### config.mk
export PLATFORM = sky130hd
export DESIGN_NAME = crl_codec_loader
export DESIGN_NICKNAME = d
export VERILOG_FILES = /design/src/hdl/crl_set_shifter.v /design/src/hdl/crl_codec_loader.v
export VERILOG_INCLUDE_DIRS = /design/src /design/src/hdl
export SDC_FILE = /design/constraint.sdc
export NUM_CORES = 1
export LEC_CHECK = 0
export ABC_AREA = 1
export BUFFER_PORTS_ARGS = -buffer_cell sky130_fd_sc_hd__buf_4
export CAP_MARGIN = 5
export CORE_UTILIZATION = 40
export CTS_CLUSTER_SIZE = 24
export DETAILED_ROUTE_END_ITERATION = 12
export GPL_ROUTABILITY_DRIVEN = 0
export PLACE_DENSITY_LB_ADDON = 0.08
export SLEW_MARGIN = 20
export SYNTH_ARGS = -nofsm -noshare
export SYNTH_HDL_FRONTEND = slang
export SYNTH_SLANG_ARGS = --single-unit
### constraint.sdc
create_clock -name clk_in -period 1.9 [get_ports clk_in]
set_clock_uncertainty 0.15 [all_clocks]
set_input_delay 0.285 -clock clk_in [delete_from_list [all_inputs] [get_ports clk_in]]
set_output_delay 0.285 -clock clk_in [all_outputs]
set_load 0.005 [all_outputs]
### src/hdl/crl_map.vh
`ifndef CRL_MAP_VH
`define CRL_MAP_VH

// System clock rate in MHz
`define CRL_CLK_MHZ          100
// Least reset hold time in ms
`define CRL_RESET_HOLD_MS    50
`define CRL_RESET_HOLD_CYCLES (`CRL_RESET_HOLD_MS * 1000 * `CRL_CLK_MHZ)
// Shift clock half period in ns
`define CRL_HALF_PERIOD_NS   200
`define CRL_HALF_CYCLES      ((`CRL_HALF_PERIOD_NS * `CRL_CLK_MHZ + 999) / 1000)
// Bits in one control word
`define CRL_WORD_BITS        16
// Level of the reset and select pins
`define CRL_RESET_ACTIVE     1'b0
`define CRL_RESET_IDLE       1'b1
`define CRL_SELECT_ENABLE    1'b0
`define CRL_SELECT_LOCK      1'b1
// Dummy control word value
`define CRL_DUMMY_WORD       16'h0000

`endif

### src/hdl/crl_set_shifter.v
`timescale 1ns/1ps
`include "crl_map.vh"

// Shifts one control set (upper then lower word) out on the serial pins
module crl_set_shifter #(
	parameter WORD_BITS = `CRL_WORD_BITS
) (
	input  wire                 clk_in,
	input  wire                 rst_in,
	input  wire                 tick_in,
	input  wire                 go_in,
	input  wire [WORD_BITS-1:0] upper_word_in,
	input  wire [WORD_BITS-1:0] lower_word_in,
	output reg                  select_n_out,
	output reg                  shift_clock_out,
	output reg                  serial_data_out,
	output wire                 busy_out,
	output reg                  done_out
);
	localparam [5:0] ST_IDLE  = 6'h01;
	localparam [5:0] ST_SEL   = 6'h02;
	localparam [5:0] ST_RAISE = 6'h04;
	localparam [5:0] ST_DRIVE = 6'h08;
	localparam [5:0] ST_LOWER = 6'h10;
	localparam [5:0] ST_FIN   = 6'h20;
	localparam integer LAST_BIT_INT = 2 * WORD_BITS - 1;
	localparam [7:0]   LAST_BIT     = LAST_BIT_INT[7:0];

	reg [5:0]             state;
	reg [2*WORD_BITS-1:0] sreg;
	reg [7:0]             count;

	assign busy_out = (state != ST_IDLE);

	always @(posedge clk_in) begin
		if (rst_in) begin
			state           <= ST_IDLE;
			sreg            <= {2*WORD_BITS{1'b0}};
			count           <= 8'h00;
			select_n_out    <= `CRL_SELECT_LOCK;
			shift_clock_out <= 1'b0;
			serial_data_out <= 1'b0;
			done_out        <= 1'b0;
		end else begin
			done_out <= 1'b0;
			case (state)
				ST_IDLE: begin
					if (go_in) begin
						sreg         <= {upper_word_in, lower_word_in};
						count        <= 8'h00;
						select_n_out <= `CRL_SELECT_ENABLE;
						state        <= ST_SEL;
					end
				end
				ST_SEL: begin
					if (tick_in)
						state <= ST_RAISE;
				end
				ST_RAISE: begin
					if (tick_in) begin
						shift_clock_out <= 1'b1;
						state           <= ST_DRIVE;
					end
				end
				ST_DRIVE: begin
					serial_data_out <= sreg[2*WORD_BITS-1];
					state           <= ST_LOWER;
				end
				ST_LOWER: begin
					if (tick_in) begin
						shift_clock_out <= 1'b0;
						sreg            <= {sreg[2*WORD_BITS-2:0], 1'b0};
						count           <= count + 8'h01;
						if (count == LAST_BIT)
							state <= ST_FIN;
						else
							state <= ST_RAISE;
					end
				end
				ST_FIN: begin
					if (tick_in) begin
						select_n_out <= `CRL_SELECT_LOCK;
						done_out     <= 1'b1;
						state        <= ST_IDLE;
					end
				end
				default: state <= ST_IDLE;
			endcase
		end
	end
endmodule // crl_set_shifter

### src/hdl/crl_codec_loader.v
`timescale 1ns/1ps
`include "crl_map.vh"

// Host sequencer: resets the converter, sends a dummy set, then the real set
module crl_codec_loader #(
	parameter        WORD_BITS         = `CRL_WORD_BITS,
	parameter [31:0] RESET_HOLD_CYCLES = `CRL_RESET_HOLD_CYCLES,
	parameter [15:0] HALF_CYCLES       = `CRL_HALF_CYCLES
) (
	input  wire                 clk_in,
	input  wire                 rst_in,
	input  wire                 reset_req_in,
	input  wire                 load_req_in,
	input  wire [WORD_BITS-1:0] upper_control_word_in,
	input  wire [WORD_BITS-1:0] lower_control_word_in,
	input  wire                 frame_sync_in,
	input  wire                 audio_bit_clock_in,
	output reg                  converter_reset_n_out,
	output reg                  control_select_n_out,
	output reg                  control_shift_clock_out,
	output reg                  control_serial_in_out,
	output wire                 busy_out,
	output reg                  ready_out,
	output reg                  load_done_out,
	output reg                  frame_start_out,
	output reg                  audio_capture_out,
	output reg                  audio_launch_out
);
	localparam [5:0] ST_HOLD    = 6'h01;
	localparam [5:0] ST_RELEASE = 6'h02;
	localparam [5:0] ST_DUMMY   = 6'h04;
	localparam [5:0] ST_REAL    = 6'h08;
	localparam [5:0] ST_WAIT    = 6'h10;
	localparam [5:0] ST_IDLE    = 6'h20;

	localparam [31:0] HOLD_LAST = RESET_HOLD_CYCLES - 32'h00000001;
	localparam [15:0] HALF_LAST = HALF_CYCLES - 16'h0001;

	reg  [5:0]           state;
	reg  [31:0]          hold_cnt;
	reg  [15:0]          div_cnt;
	reg                  tick;
	reg                  go;
	reg                  use_dummy;
	reg  [WORD_BITS-1:0] upper_hold;
	reg  [WORD_BITS-1:0] lower_hold;
	wire [WORD_BITS-1:0] shift_upper;
	wire [WORD_BITS-1:0] shift_lower;
	wire                 sh_select_n;
	wire                 sh_clock;
	wire                 sh_data;
	wire                 sh_busy;
	wire                 sh_done;

	// Audio pin samplers
	reg                  frame_sync_meta;
	reg                  frame_sync_sync;
	reg                  frame_sync_last;
	reg                  bclk_meta;
	reg                  bclk_sync;
	reg                  bclk_last;

	assign busy_out    = (state != ST_IDLE);
	assign shift_upper = use_dummy ? `CRL_DUMMY_WORD : upper_hold;
	assign shift_lower = use_dummy ? `CRL_DUMMY_WORD : lower_hold;

	// Half period enable for the shift clock
	always @(posedge clk_in) begin
		if (rst_in) begin
			div_cnt <= 16'h0000;
			tick    <= 1'b0;
		end else if (div_cnt == HALF_LAST) begin
			div_cnt <= 16'h0000;
			tick    <= 1'b1;
		end else begin
			div_cnt <= div_cnt + 16'h0001;
			tick    <= 1'b0;
		end
	end

	// Reset and load sequencer
	always @(posedge clk_in) begin
		if (rst_in) begin
			state         <= ST_HOLD;
			hold_cnt      <= 32'h00000000;
			go            <= 1'b0;
			use_dummy     <= 1'b1;
			upper_hold    <= {WORD_BITS{1'b0}};
			lower_hold    <= {WORD_BITS{1'b0}};
			ready_out     <= 1'b0;
			load_done_out <= 1'b0;
		end else begin
			go            <= 1'b0;
			load_done_out <= 1'b0;
			case (state)
				ST_HOLD: begin
					ready_out <= 1'b0;
					use_dummy <= 1'b1;
					if (hold_cnt == HOLD_LAST) begin
						hold_cnt <= 32'h00000000;
						state    <= ST_RELEASE;
					end else begin
						hold_cnt <= hold_cnt + 32'h00000001;
					end
				end
				ST_RELEASE: begin
					// Reset pin goes high one cycle after entering here, before any bit moves
					if (tick) begin
						upper_hold <= upper_control_word_in;
						lower_hold <= lower_control_word_in;
						go         <= 1'b1;
						state      <= ST_DUMMY;
					end
				end
				ST_DUMMY: begin
					if (sh_done) begin
						use_dummy <= 1'b0;
						go        <= 1'b1;
						state     <= ST_REAL;
					end
				end
				ST_REAL: begin
					if (sh_done) begin
						load_done_out <= 1'b1;
						ready_out     <= 1'b1;
						state         <= ST_IDLE;
					end
				end
				ST_WAIT: begin
					if (sh_done) begin
						load_done_out <= 1'b1;
						ready_out     <= 1'b1;
						state         <= ST_IDLE;
					end
				end
				ST_IDLE: begin
					if (reset_req_in) begin
						hold_cnt <= 32'h00000000;
						state    <= ST_HOLD;
					end else if (load_req_in) begin
						upper_hold <= upper_control_word_in;
						lower_hold <= lower_control_word_in;
						ready_out  <= 1'b0;
						go         <= 1'b1;
						state      <= ST_WAIT;
					end
				end
				default: state <= ST_HOLD;
			endcase
		end
	end

	crl_set_shifter #(
		.WORD_BITS      (WORD_BITS)
	) u_shifter (
		.clk_in         (clk_in),
		.rst_in         (rst_in),
		.tick_in        (tick),
		.go_in          (go),
		.upper_word_in  (shift_upper),
		.lower_word_in  (shift_lower),
		.select_n_out   (sh_select_n),
		.shift_clock_out(sh_clock),
		.serial_data_out(sh_data),
		.busy_out       (sh_busy),
		.done_out       (sh_done)
	);

	// Pin drivers
	always @(posedge clk_in) begin
		if (rst_in) begin
			converter_reset_n_out   <= `CRL_RESET_ACTIVE;
			control_select_n_out    <= `CRL_SELECT_ENABLE;
			control_shift_clock_out <= 1'b0;
			control_serial_in_out   <= 1'b0;
		end else begin
			if (state == ST_HOLD)
				converter_reset_n_out <= `CRL_RESET_ACTIVE;
			else
				converter_reset_n_out <= `CRL_RESET_IDLE;
			if (state == ST_HOLD)
				control_select_n_out <= `CRL_SELECT_ENABLE;
			else if (sh_busy)
				control_select_n_out <= sh_select_n;
			else
				control_select_n_out <= `CRL_SELECT_LOCK;
			// Converter samples data on the falling shift clock edge
			control_shift_clock_out <= sh_clock;
			control_serial_in_out   <= sh_data;
		end
	end

	// Frame sync and bit clock edge finders
	always @(posedge clk_in) begin
		if (rst_in) begin
			frame_sync_meta        <= 1'b0;
			frame_sync_sync        <= 1'b0;
			frame_sync_last        <= 1'b0;
			bclk_meta         <= 1'b0;
			bclk_sync         <= 1'b0;
			bclk_last         <= 1'b0;
			frame_start_out   <= 1'b0;
			audio_capture_out <= 1'b0;
			audio_launch_out  <= 1'b0;
		end else begin
			frame_sync_meta        <= frame_sync_in;
			frame_sync_sync        <= frame_sync_meta;
			frame_sync_last        <= frame_sync_sync;
			bclk_meta         <= audio_bit_clock_in;
			bclk_sync         <= bclk_meta;
			bclk_last         <= bclk_sync;
			frame_start_out   <= frame_sync_sync & ~frame_sync_last;
			audio_capture_out <= bclk_sync & ~bclk_last;
			audio_launch_out  <= ~bclk_sync & bclk_last;
		end
	end
endmodule // crl_codec_loader

### Word-level counts from Yosys, hierarchy flattened

Index checks and enable logic that the tools add are counted.

* register bits after elaboration: 154
* latch bits: 0
* bits in writable memories: 0
* ROM bits: 0
* input bits: 38
* output and inout bits: 10
* logic and storage cells: 143
* memories: 0

* add/sub/neg operators: 3
* multipliers: 0
* divide/modulo/power cells: 0
* magnitude comparators: 0
* eq/ne operators: 30
* shift-type cells: 0
* muxes and demuxes: 51
* bitwise logic cells: 8
* reduce and logical (&&, ||, !) cells: 21

Operators with widths (count)
* 16-bit two-way mux: 8
* 32-bit two-way mux: 4
* 32-bit case mux with 2 select lines: 2
* 6-bit two-way mux: 11
* 16-bit case mux with 2 select lines: 2
* 6-bit case mux with 6 select lines: 1
* 32-bit by 1-bit adder with 32-bit output (second input constant): 1
* 32-bit by 23-bit equality test with 1-bit output (second input constant): 1
* 6-bit case mux with 5 select lines: 1
* 2-bit != test (second input constant): 10
* 16-bit by 1-bit adder with 16-bit output (second input constant): 1
* 16-bit by 5-bit equality test with 1-bit output (second input constant): 1
* 8-bit two-way mux: 2
* 8-bit case mux with 2 select lines: 1
* 1-bit two-way mux: 14
* 6-bit by 1-bit equality test with 1-bit output (second input constant): 2
* 6-bit by 2-bit equality test with 1-bit output (second input constant): 2
* 6-bit by 3-bit equality test with 1-bit output (second input constant): 2
* 6-bit by 4-bit equality test with 1-bit output (second input constant): 2
* 6-bit by 5-bit equality test with 1-bit output (second input constant): 2
* 6-bit equality test (second input constant): 2
* 2-bit nonzero test: 6
* 5-bit AND reduction: 2
* 2-bit OR reduction: 5
* other kinds (14): 28

### Depth between registers and ports, before layout

Gate-level depths: netlist (run 1).

* depth after elaboration: 4
* mapped depth: 11
* mapped depth without buffers: 11

### Modules after synthesis

Synthesis (run 1) repeated with hierarchy kept, for this count alone.

* cells, all modules: 1144
* area total of the unflattened synthesis: 7497.2 um2

Modules (own cells, without submodules)
* crl_codec_loader: times used 1, cells each 755, area an instance 5053.6 um2, seq. area each 2082.0 um2
* crl_set_shifter: times used 1, cells each 389, area an instance 2443.6 um2, seq. area each 1001.0 um2

### Least setup slack after synthesis (run 1)

Ideal clock, no wire load.

* kind: register -> register
* from: reg hold_cnt[0]
* to: reg hold_cnt[16]
* library setup time: 0.128 ns
* arrival time: 1.397 ns
* required time: 1.622 ns
* setup slack: 0.225 ns
* cell stages (with the launch flop): 9
* path buffers: 0
* clock period less this slack: 1.675 ns
* path through: dfxtp_1 > ha_1 > nand2_1 > nor2_1 > nand3_1 > nor2_1 > nand2_1 > a21oi_2 > nor2_1

* cells in the longest elaborated chain, start to end: 3
* elaborated cells between the ends (all ways): 4
* those cells by class: 1 x add/sub; 1 x eq/ne; 2 x mux

RTL lines
* from (decl): RTL line crl_codec_loader.v:40 `reg [31:0] hold_cnt;`
* from (signal assigned): RTL line crl_codec_loader.v:103 `hold_cnt <= hold_cnt + 32'h00000001;`
* 32-bit by 1-bit adder with 32-bit output / 32-bit by 23-bit equality test with 1-bit output (equally long branches): RTL line crl_codec_loader.v:103, crl_codec_loader.v:99
* 32-bit two-way mux (*): RTL line crl_codec_loader.v:99 `if (hold_cnt == HOLD_LAST) begin`
* 32-bit case mux with 2 select lines (*): RTL line crl_codec_loader.v:95 `case (state)`

Every way passes the cells marked *; elsewhere a longest branch is shown, timed or not.
A chain may end at the register's enable or synchronous reset.

### Worst setup path after layout (run 1)

* from: reg state[2]
* to: out busy_out

* cells in the longest elaborated chain, start to end: 1

RTL lines
* from (decl): RTL line crl_codec_loader.v:39 `reg [5:0] state;`
* from (signal assigned): RTL line crl_codec_loader.v:84 `state <= ST_HOLD;`
* from (signal assigned): RTL line crl_codec_loader.v:101 `state <= ST_RELEASE;`
* from (signal assigned): RTL line crl_codec_loader.v:112 `state <= ST_DUMMY;`
* 6-bit != test: RTL line crl_codec_loader.v:63 `assign busy_out = (state != ST_IDLE);`
* to (decl): RTL line crl_codec_loader.v:22 `output wire busy_out,`

No other way between the ends.

==> results of run 1 <==
-- how the worst min path moves through the flow --
stage                                  to  cells after the start  slack [ps]
after global routing        upper_hold[8]                      3          40
final                      upper_hold[12]                      3          20
after global placement    frame_start_out                      1         230
after CTS                  upper_hold[12]                      3           3
after floorplan           frame_start_out                      1         220
after detailed placement  frame_start_out                      1         230
-- cell usage after synthesis, types with 2 or more instances --
master	instances
sky130_fd_sc_hd__nand4_1	29
sky130_fd_sc_hd__nand2_4	2
sky130_fd_sc_hd__buf_2	6
sky130_fd_sc_hd__o21bai_1	2
sky130_fd_sc_hd__a211oi_1	33
sky130_fd_sc_hd__a31oi_1	2
sky130_fd_sc_hd__nor3_2	2
sky130_fd_sc_hd__nand2_2	5
sky130_fd_sc_hd__dfxtp_1	154
sky130_fd_sc_hd__xor2_1	11
sky130_fd_sc_hd__a21oi_1	47
sky130_fd_sc_hd__nand3b_1	2
sky130_fd_sc_hd__nor4_1	3
sky130_fd_sc_hd__buf_4	6
sky130_fd_sc_hd__inv_1	100
sky130_fd_sc_hd__buf_1	3
sky130_fd_sc_hd__o21ai_0	78
sky130_fd_sc_hd__nand3_1	53
sky130_fd_sc_hd__ha_1	3
sky130_fd_sc_hd__xnor2_1	4
sky130_fd_sc_hd__a21oi_2	6
sky130_fd_sc_hd__clkbuf_1	18
sky130_fd_sc_hd__nor3_1	16
sky130_fd_sc_hd__o211ai_1	2
sky130_fd_sc_hd__nor2_1	201
sky130_fd_sc_hd__buf_6	8
sky130_fd_sc_hd__nor2_2	9
sky130_fd_sc_hd__nand2_1	215
sky130_fd_sc_hd__o21ai_1	18
sky130_fd_sc_hd__and2_1	2
sky130_fd_sc_hd__clkinv_1	2
sky130_fd_sc_hd__inv_2	5
-- what timing repair did --
item / 4_1_cts / 5_1_grt
endpoints found under the setup margin: 16 / 58
gates cloned: 0 / 1
setup buffers: 2 / 4
hold buffers: 33 / 0
resized for setup: 6 / 29
pin swaps: 2 / 8
endpoints found under the hold margin: 33 / 0
-- kinds of logic (layout without fill, tap and decap cells) --
logic type,count (synthesis),count (layout),share of synthesized area [%]
xor gates and xnor gates,15,15,1.80
adders and majority gates,3,3,0.516
and+or+nand+nor,545,545,31.9
buffers and inverters,148,268,8.87
DFF,154,154,42.3
AOI/OAI and AO/OA,188,188,14.5
-- power breakdown --
group | switching, mW | leakage, nW | internal [mW] | total, mW
combinational | 0.751 | 2.18 | 0.504 | 1.25
clock | 1.40 | 0.266 | 1.85 | 3.25
sequential | 0.0824 | 1.25 | 3.33 | 3.41
-- layout make-up --
cell class	count	area, sq um	share of cell area (%)
clock buffers	19	443	4.85
clock inverters	13	119	1.30
inverters	107	412	4.51
multi-input cells	751	3650	39.9
flip-flops and latches	154	3090	33.8
well taps	225	282	3.08
repair buffers	129	1140	12.5
-- registers in the layout, summed over array words and instances, names as in the netlist, 6 cells and up --
| signal | count |
|---|---|
| u_shifter.count | 8 |
| upper_hold | 16 |
| hold_cnt | 32 |
| lower_hold | 16 |
| u_shifter.sreg | 32 |
| state | 6 |
| u_shifter.state | 6 |
| div_cnt | 16 |
-- worst max-delay path: stages, from the launching register on --
cell                      delay [ps]
sky130_fd_sc_hd__dfxtp_2         340
sky130_fd_sc_hd__nor2_4          160
sky130_fd_sc_hd__nand2_4          80
sky130_fd_sc_hd__nor2_8          130
sky130_fd_sc_hd__buf_6           130
sky130_fd_sc_hd__inv_8            50
sky130_fd_sc_hd__buf_4           130
-- per-stage QoR --
stage                     std cells  util [%]  power, mW  setup TNS (ps)
after floorplan                1053         -       4.20               0
after global placement         1326      45.9       4.60               0
after detailed placement       1326      45.9       4.59            -148
after CTS                      1393      51.2       7.92           -6.91
after global routing           1398      52.1       8.30           -92.6
final                          1398      52.1       7.91               0
-- routing by layer --
metal  vias up  global-route usage [%]  wire length [microns]
met5         -                       0                      0
met4         0                    5.98                    125
met3        11                    3.74                    590
met2       118                    30.2                   7840
met1      3083                    28.3                   9340
li1       3638                       -                      -
==> results.md, run 1 <==
* Final net count at 1201
* Pin count of the biggest net entering global routing at 65
* Number of failing hold endpoints at the final stage at 0
* Hold Path Class: input port to flop
* IO Pins at 48
* Clock tree from TritonCTS: done
* Predominant post-synthesis flop cell: sky130_fd_sc_hd__dfxtp_1
* Floorplan core area at 17500 sq um
* Register-to-Register Setup Slack at 110 ps
* Setup Crit Path Kind: flop to output pin
* Routed vias at 6850
* Most area-consuming cells after synthesis: sky130_fd_sc_hd__dfxtp_1 42%, sky130_fd_sc_hd__nand2_1 11%, sky130_fd_sc_hd__nor2_1 10%, sky130_fd_sc_hd__o21ai_0 5.4%, sky130_fd_sc_hd__inv_1 5.2%
* Pwr dens at 866 nW/um^2
* Initial Util at 41.5%
* Peak VDD IR at 0.665 mV
* Area overhead of the layout relative to synthesis at 25.4%
* Leak Pwr at 3.69 nW
* Total clock buffers created by CTS at 17
* Mapped Avg Cell Area at 6.92 sq um
* FF-to-FF Start: u_shifter.state[3]
* Yosys warnings at 0
* Number of buffer cells added on primary ports at 47
* Status: complete, no violations
* Number of unique standard cell types used by synthesis at 38
* Number of flops mapped to enable cells by yosys at 0
* Peak Freq at 537 MHz
* Max Buffers Root-to-Sink at 2
* Vert. Die Dim at 137 microns
* Number of register bits inferred by synthesis at 154
* Hold path start: upper_control_word_in[12]
* Yosys top cell by area: sky130_fd_sc_hd__dfxtp_1
* DP Area at 8050 sq um
* Slew of the pin with the lowest slew margin at 538 ps
* Antenna violations before repair at 0
* Number of global-route vias before repair at 6071
* Die Outline Area at 18700 sq um
* Setup repair after global routing missed its margin: yes
* Number of pins exceeding their max-slew limit in the final report at 0
* Worst endpoint required time at 1460 ps
* Detailed Route Iter0 Violations at 381
* Remaining design rule violation count at 0
* Category of the worst setup path launch point: flop
* Grt total ovfl at 0
* Setup slack at placement at -47.8 ps
* Tightest hold margin at 19.7 ps
* Slew HR at 63.9%
* Critical R2R Capture: u_shifter.sreg[20]
* Critical Path AT at 1430 ps
* Row count at 48
* Maximum capacitance violations at 0
* Fraction of post-synthesis cell area in the top cell type by area at 42.3%
* Number of diodes at 0
* Number of search-and-repair iterations in the first detailed-routing pass at 5
* Start point of the critical path: state[2]
* Clock root cell: sky130_fd_sc_hd__clkbuf_16
* Vias per cell at 4.90
* Die span in x at 137 microns
* Post-Syn Instances at 1053
* Cell area after synthesis at 7280 sq um
* Leading cell type in the layout, fill and taps excluded: sky130_fd_sc_hd__nand2_1
* Logic depth of the worst register-to-register path at 10
* Antenna Nets Post-Route at 0
* Fraction of final layout cells with drive strength greater than 1 at 15.3%
* Min Clock Period, post-route at 1860 ps
* Sort of element at the end of the critical path: output pin
* Detailed placement HPWL at 12100 microns
* Final cell area excluding filler cells at 9130 sq um
* Max H-tree Level at 4
* Routed len/inst at 12.8 microns
* Commonest cells after routing, fill and taps aside: 211 x sky130_fd_sc_hd__nand2_1, 194 x sky130_fd_sc_hd__nor2_1, 150 x sky130_fd_sc_hd__dfxtp_1, 100 x sky130_fd_sc_hd__inv_1, 88 x sky130_fd_sc_hd__buf_4
* # fillers at 1771
* Proportion of synthesized chip area in sequential cells at 42.3%
* Number of clock sinks at 154
* Clock slew at the register clock pins of the worst setup and hold paths at 60 ps
* Destination of the critical timing path: busy_out
* Fraction of registers with async set/reset at 0%
* Crit Path Max Fanout at 7
* Worst setup margin at 38.1 ps
* Total Routing Usage GR at 19.9%
* Clk Latency, worst-skew pair at 420 ps
* Fraction of the cycle the final worst path needs at 98.0%
* Final setup violation count at 0
* First-pass GRT wire length at 29500 microns
* Nets in the synthesized netlist at 1094
* WL final at 17900 microns
(Power assumes the default switching activity.)
==> run 2, diff against run 1 <==
- RECOVER_POWER: not set -> 25
==> results.md, run 2 (synthesis results as in run 1) <==
* Status: complete, no violations
* Fraction of the cycle the final worst path needs at 98.0% (about the same)
* Initial Util at 41.5% (unchanged)
* Category of the worst setup path launch point: flop
* Commonest cells after routing, fill and taps aside: 211 x sky130_fd_sc_hd__nand2_1, 195 x sky130_fd_sc_hd__nor2_1, 150 x sky130_fd_sc_hd__dfxtp_1, 100 x sky130_fd_sc_hd__inv_1, 77 x sky130_fd_sc_hd__o21ai_0
* WL final at 17900 microns (about the same)
* Routed vias at 6838 (-0.18%)
* Crit Path Max Fanout at 7 (unchanged)
* Floorplan core area at 17500 sq um (unchanged)
* Number of failing hold endpoints at the final stage at 0 (unchanged)
* Clock root cell: sky130_fd_sc_hd__clkbuf_16
* Start point of the critical path: state[2]
* Top Registers: hold_cnt (32), u_shifter.sreg (32)
* Clock tree from TritonCTS: done
* First-pass GRT wire length at 29500 microns (unchanged)
* Critical Path AT at 1430 ps (about the same)
* Final setup violation count at 0 (unchanged)
* Final net count at 1201 (unchanged)
* Remaining design rule violation count at 0 (unchanged)
* Peak VDD IR at 0.665 mV (about the same)
* Clk Latency, worst-skew pair at 420 ps (about the same)
* Number of diodes at 0 (unchanged)
* Total Routing Usage GR at 19.9% (unchanged)
* Antenna violations before repair at 0 (unchanged)
* Setup Crit Path Kind: flop to output pin
* Worst Hold Depth at 3 (unchanged)
* Number of search-and-repair iterations in the first detailed-routing pass at 4 (-1)
* Vias per cell at 4.89 (-0.18%)
* Register-to-Register Setup Slack at 110 ps (about the same)
* Pin count of the biggest net entering global routing at 65 (unchanged)
* Worst endpoint required time at 1460 ps (about the same)
* Post-layout util at 52.0% (-0.12 points)
* Setup repair after global routing missed its margin: yes
* FF-to-FF Start: u_shifter.state[3]
* Area overhead of the layout relative to synthesis at 25.1%
* Fraction of final layout cells with drive strength greater than 1 at 14.7% (-0.51 points)
* Max H-tree Level at 4 (unchanged)
* Peak Freq at 537 MHz (about the same)
* Detailed Route Iter0 Violations at 412 (+8.1%)
* Hold path start: upper_control_word_in[12]
* Slew of the pin with the lowest slew margin at 539 ps (+0.340 ps)
* Grt total ovfl at 0 (unchanged)
* Number of pins exceeding their max-slew limit in the final report at 0 (unchanged)
* Max Buffers Root-to-Sink at 2 (unchanged)
* Number of global-route vias before repair at 6071 (unchanged)
* Critical-path top delay cell: sky130_fd_sc_hd__dfxtp_2
* Clock slew at the register clock pins of the worst setup and hold paths at 60 ps (about the same)
* Maximum capacitance violations at 0 (unchanged)
* Row count at 48 (unchanged)
* Number of clock sinks at 154 (unchanged)
* Hold Path Class: input port to flop
* Overall power at 7.89 mW (-0.23%)
* Final cell area excluding filler cells at 9110 sq um (-0.23%)
* Slew HR at 63.9% (about the same)
* Number of buffer cells added on primary ports at 47 (unchanged)
* Pwr dens at 866 nW/um^2 (about the same)
* Logic depth of the worst register-to-register path at 10 (unchanged)
* Sort of element at the end of the critical path: output pin
* Detailed placement HPWL at 12100 microns (unchanged)
* IO Pins at 48 (unchanged)
* Die Outline Area at 18700 sq um (unchanged)
* Tightest hold margin at 19.8 ps (+0.117 ps)
* Leading cell type in the layout, fill and taps excluded: sky130_fd_sc_hd__nand2_1
* Min Clock Period, post-route at 1860 ps (-0.604 ps)
* # fillers at 1774 (+0.17%)
* Vert. Die Dim at 137 microns (unchanged)
* Largest stage delay, worst path at 340 ps (about the same)
* Total clock buffers created by CTS at 17 (unchanged)
* Series of cell instances along the critical path: nor2_4 -> nand2_4 -> nor2_8 -> buf_6 -> inv_8 -> buf_4
* Die span in x at 137 microns (unchanged)
* DP Area at 8050 sq um (unchanged)
* Routed len/inst at 12.8 microns (about the same)
* Leak Pwr at 3.67 nW (-0.63%)
* Antenna Nets Post-Route at 0 (unchanged)
[run 2: cell count changes in the layout (fill, tap and decap cells not counted), sizes merged]
cell	delta
clkbuf	+13
buf	-13
[run 2: final timing paths]
path | endpoint
min | upper_hold[12]
max reg2reg | u_shifter.sreg[20]
min reg2reg | frame_start_out
max | busy_out
[run 2: area by class of cell]
class	count	area, sq um	area share [%]
Clock buffer	19	443	4.86
Sequential cell	154	3090	33.9
Clock inverter	13	119	1.30
Inverter	107	412	4.52
Multi-Input combinational cell	751	3650	40.0
Timing Repair Buffer	129	1120	12.3
Tap cell	225	282	3.09
[run 2: metrics by stage]
stage | TNS, ps | setup WS, ps | cells
after CTS | -6.91 | -6.91 | 1393
after detailed placement | -148 | -47.8 | 1326
after global routing | -92.5 | -42.7 | 1398
after global placement | 0 | 26.6 | 1326
final | 0 | 38.7 | 1398
after floorplan | 0 | 225 | 1053
[run 2: report_power, final]
part / internal [mW] / switching, mW / leakage [nW] / total, mW
Combinational: 0.487 / 0.749 / 2.16 / 1.24
Sequential: 3.33 / 0.0804 / 1.25 / 3.41
Clock: 1.85 / 1.40 / 0.266 / 3.25
[run 2: what timing repair did]
| action | 4_1_cts | 5_1_grt |
|---|---|---|
| buffers inserted | 2 | 4 |
| pin swaps | 2 | 8 |
| setup endpoints to repair | 16 | 58 |
| hold buffers | 33 | 0 |
| cloned | 0 | 1 |
| gates resized for setup | 6 | 29 |
| endpoints found under the hold margin | 33 | 0 |
[run 2: critical path, delay by kind of cell (launching register included)]
family	cells	cell delay, ps
buffers and inverters	3	310
and+or+nand+nor	3	370
DFF	1	340
[run 2: per-layer routing]
metal | wire, microns | GRT usage (%) | vias up
met5 | 0 | 0 | -
met4 | 125 | 5.98 | 0
met3 | 551 | 3.74 | 11
met2 | 7840 | 30.2 | 115
met1 | 9370 | 28.3 | 3076
li1 | - | - | 3636
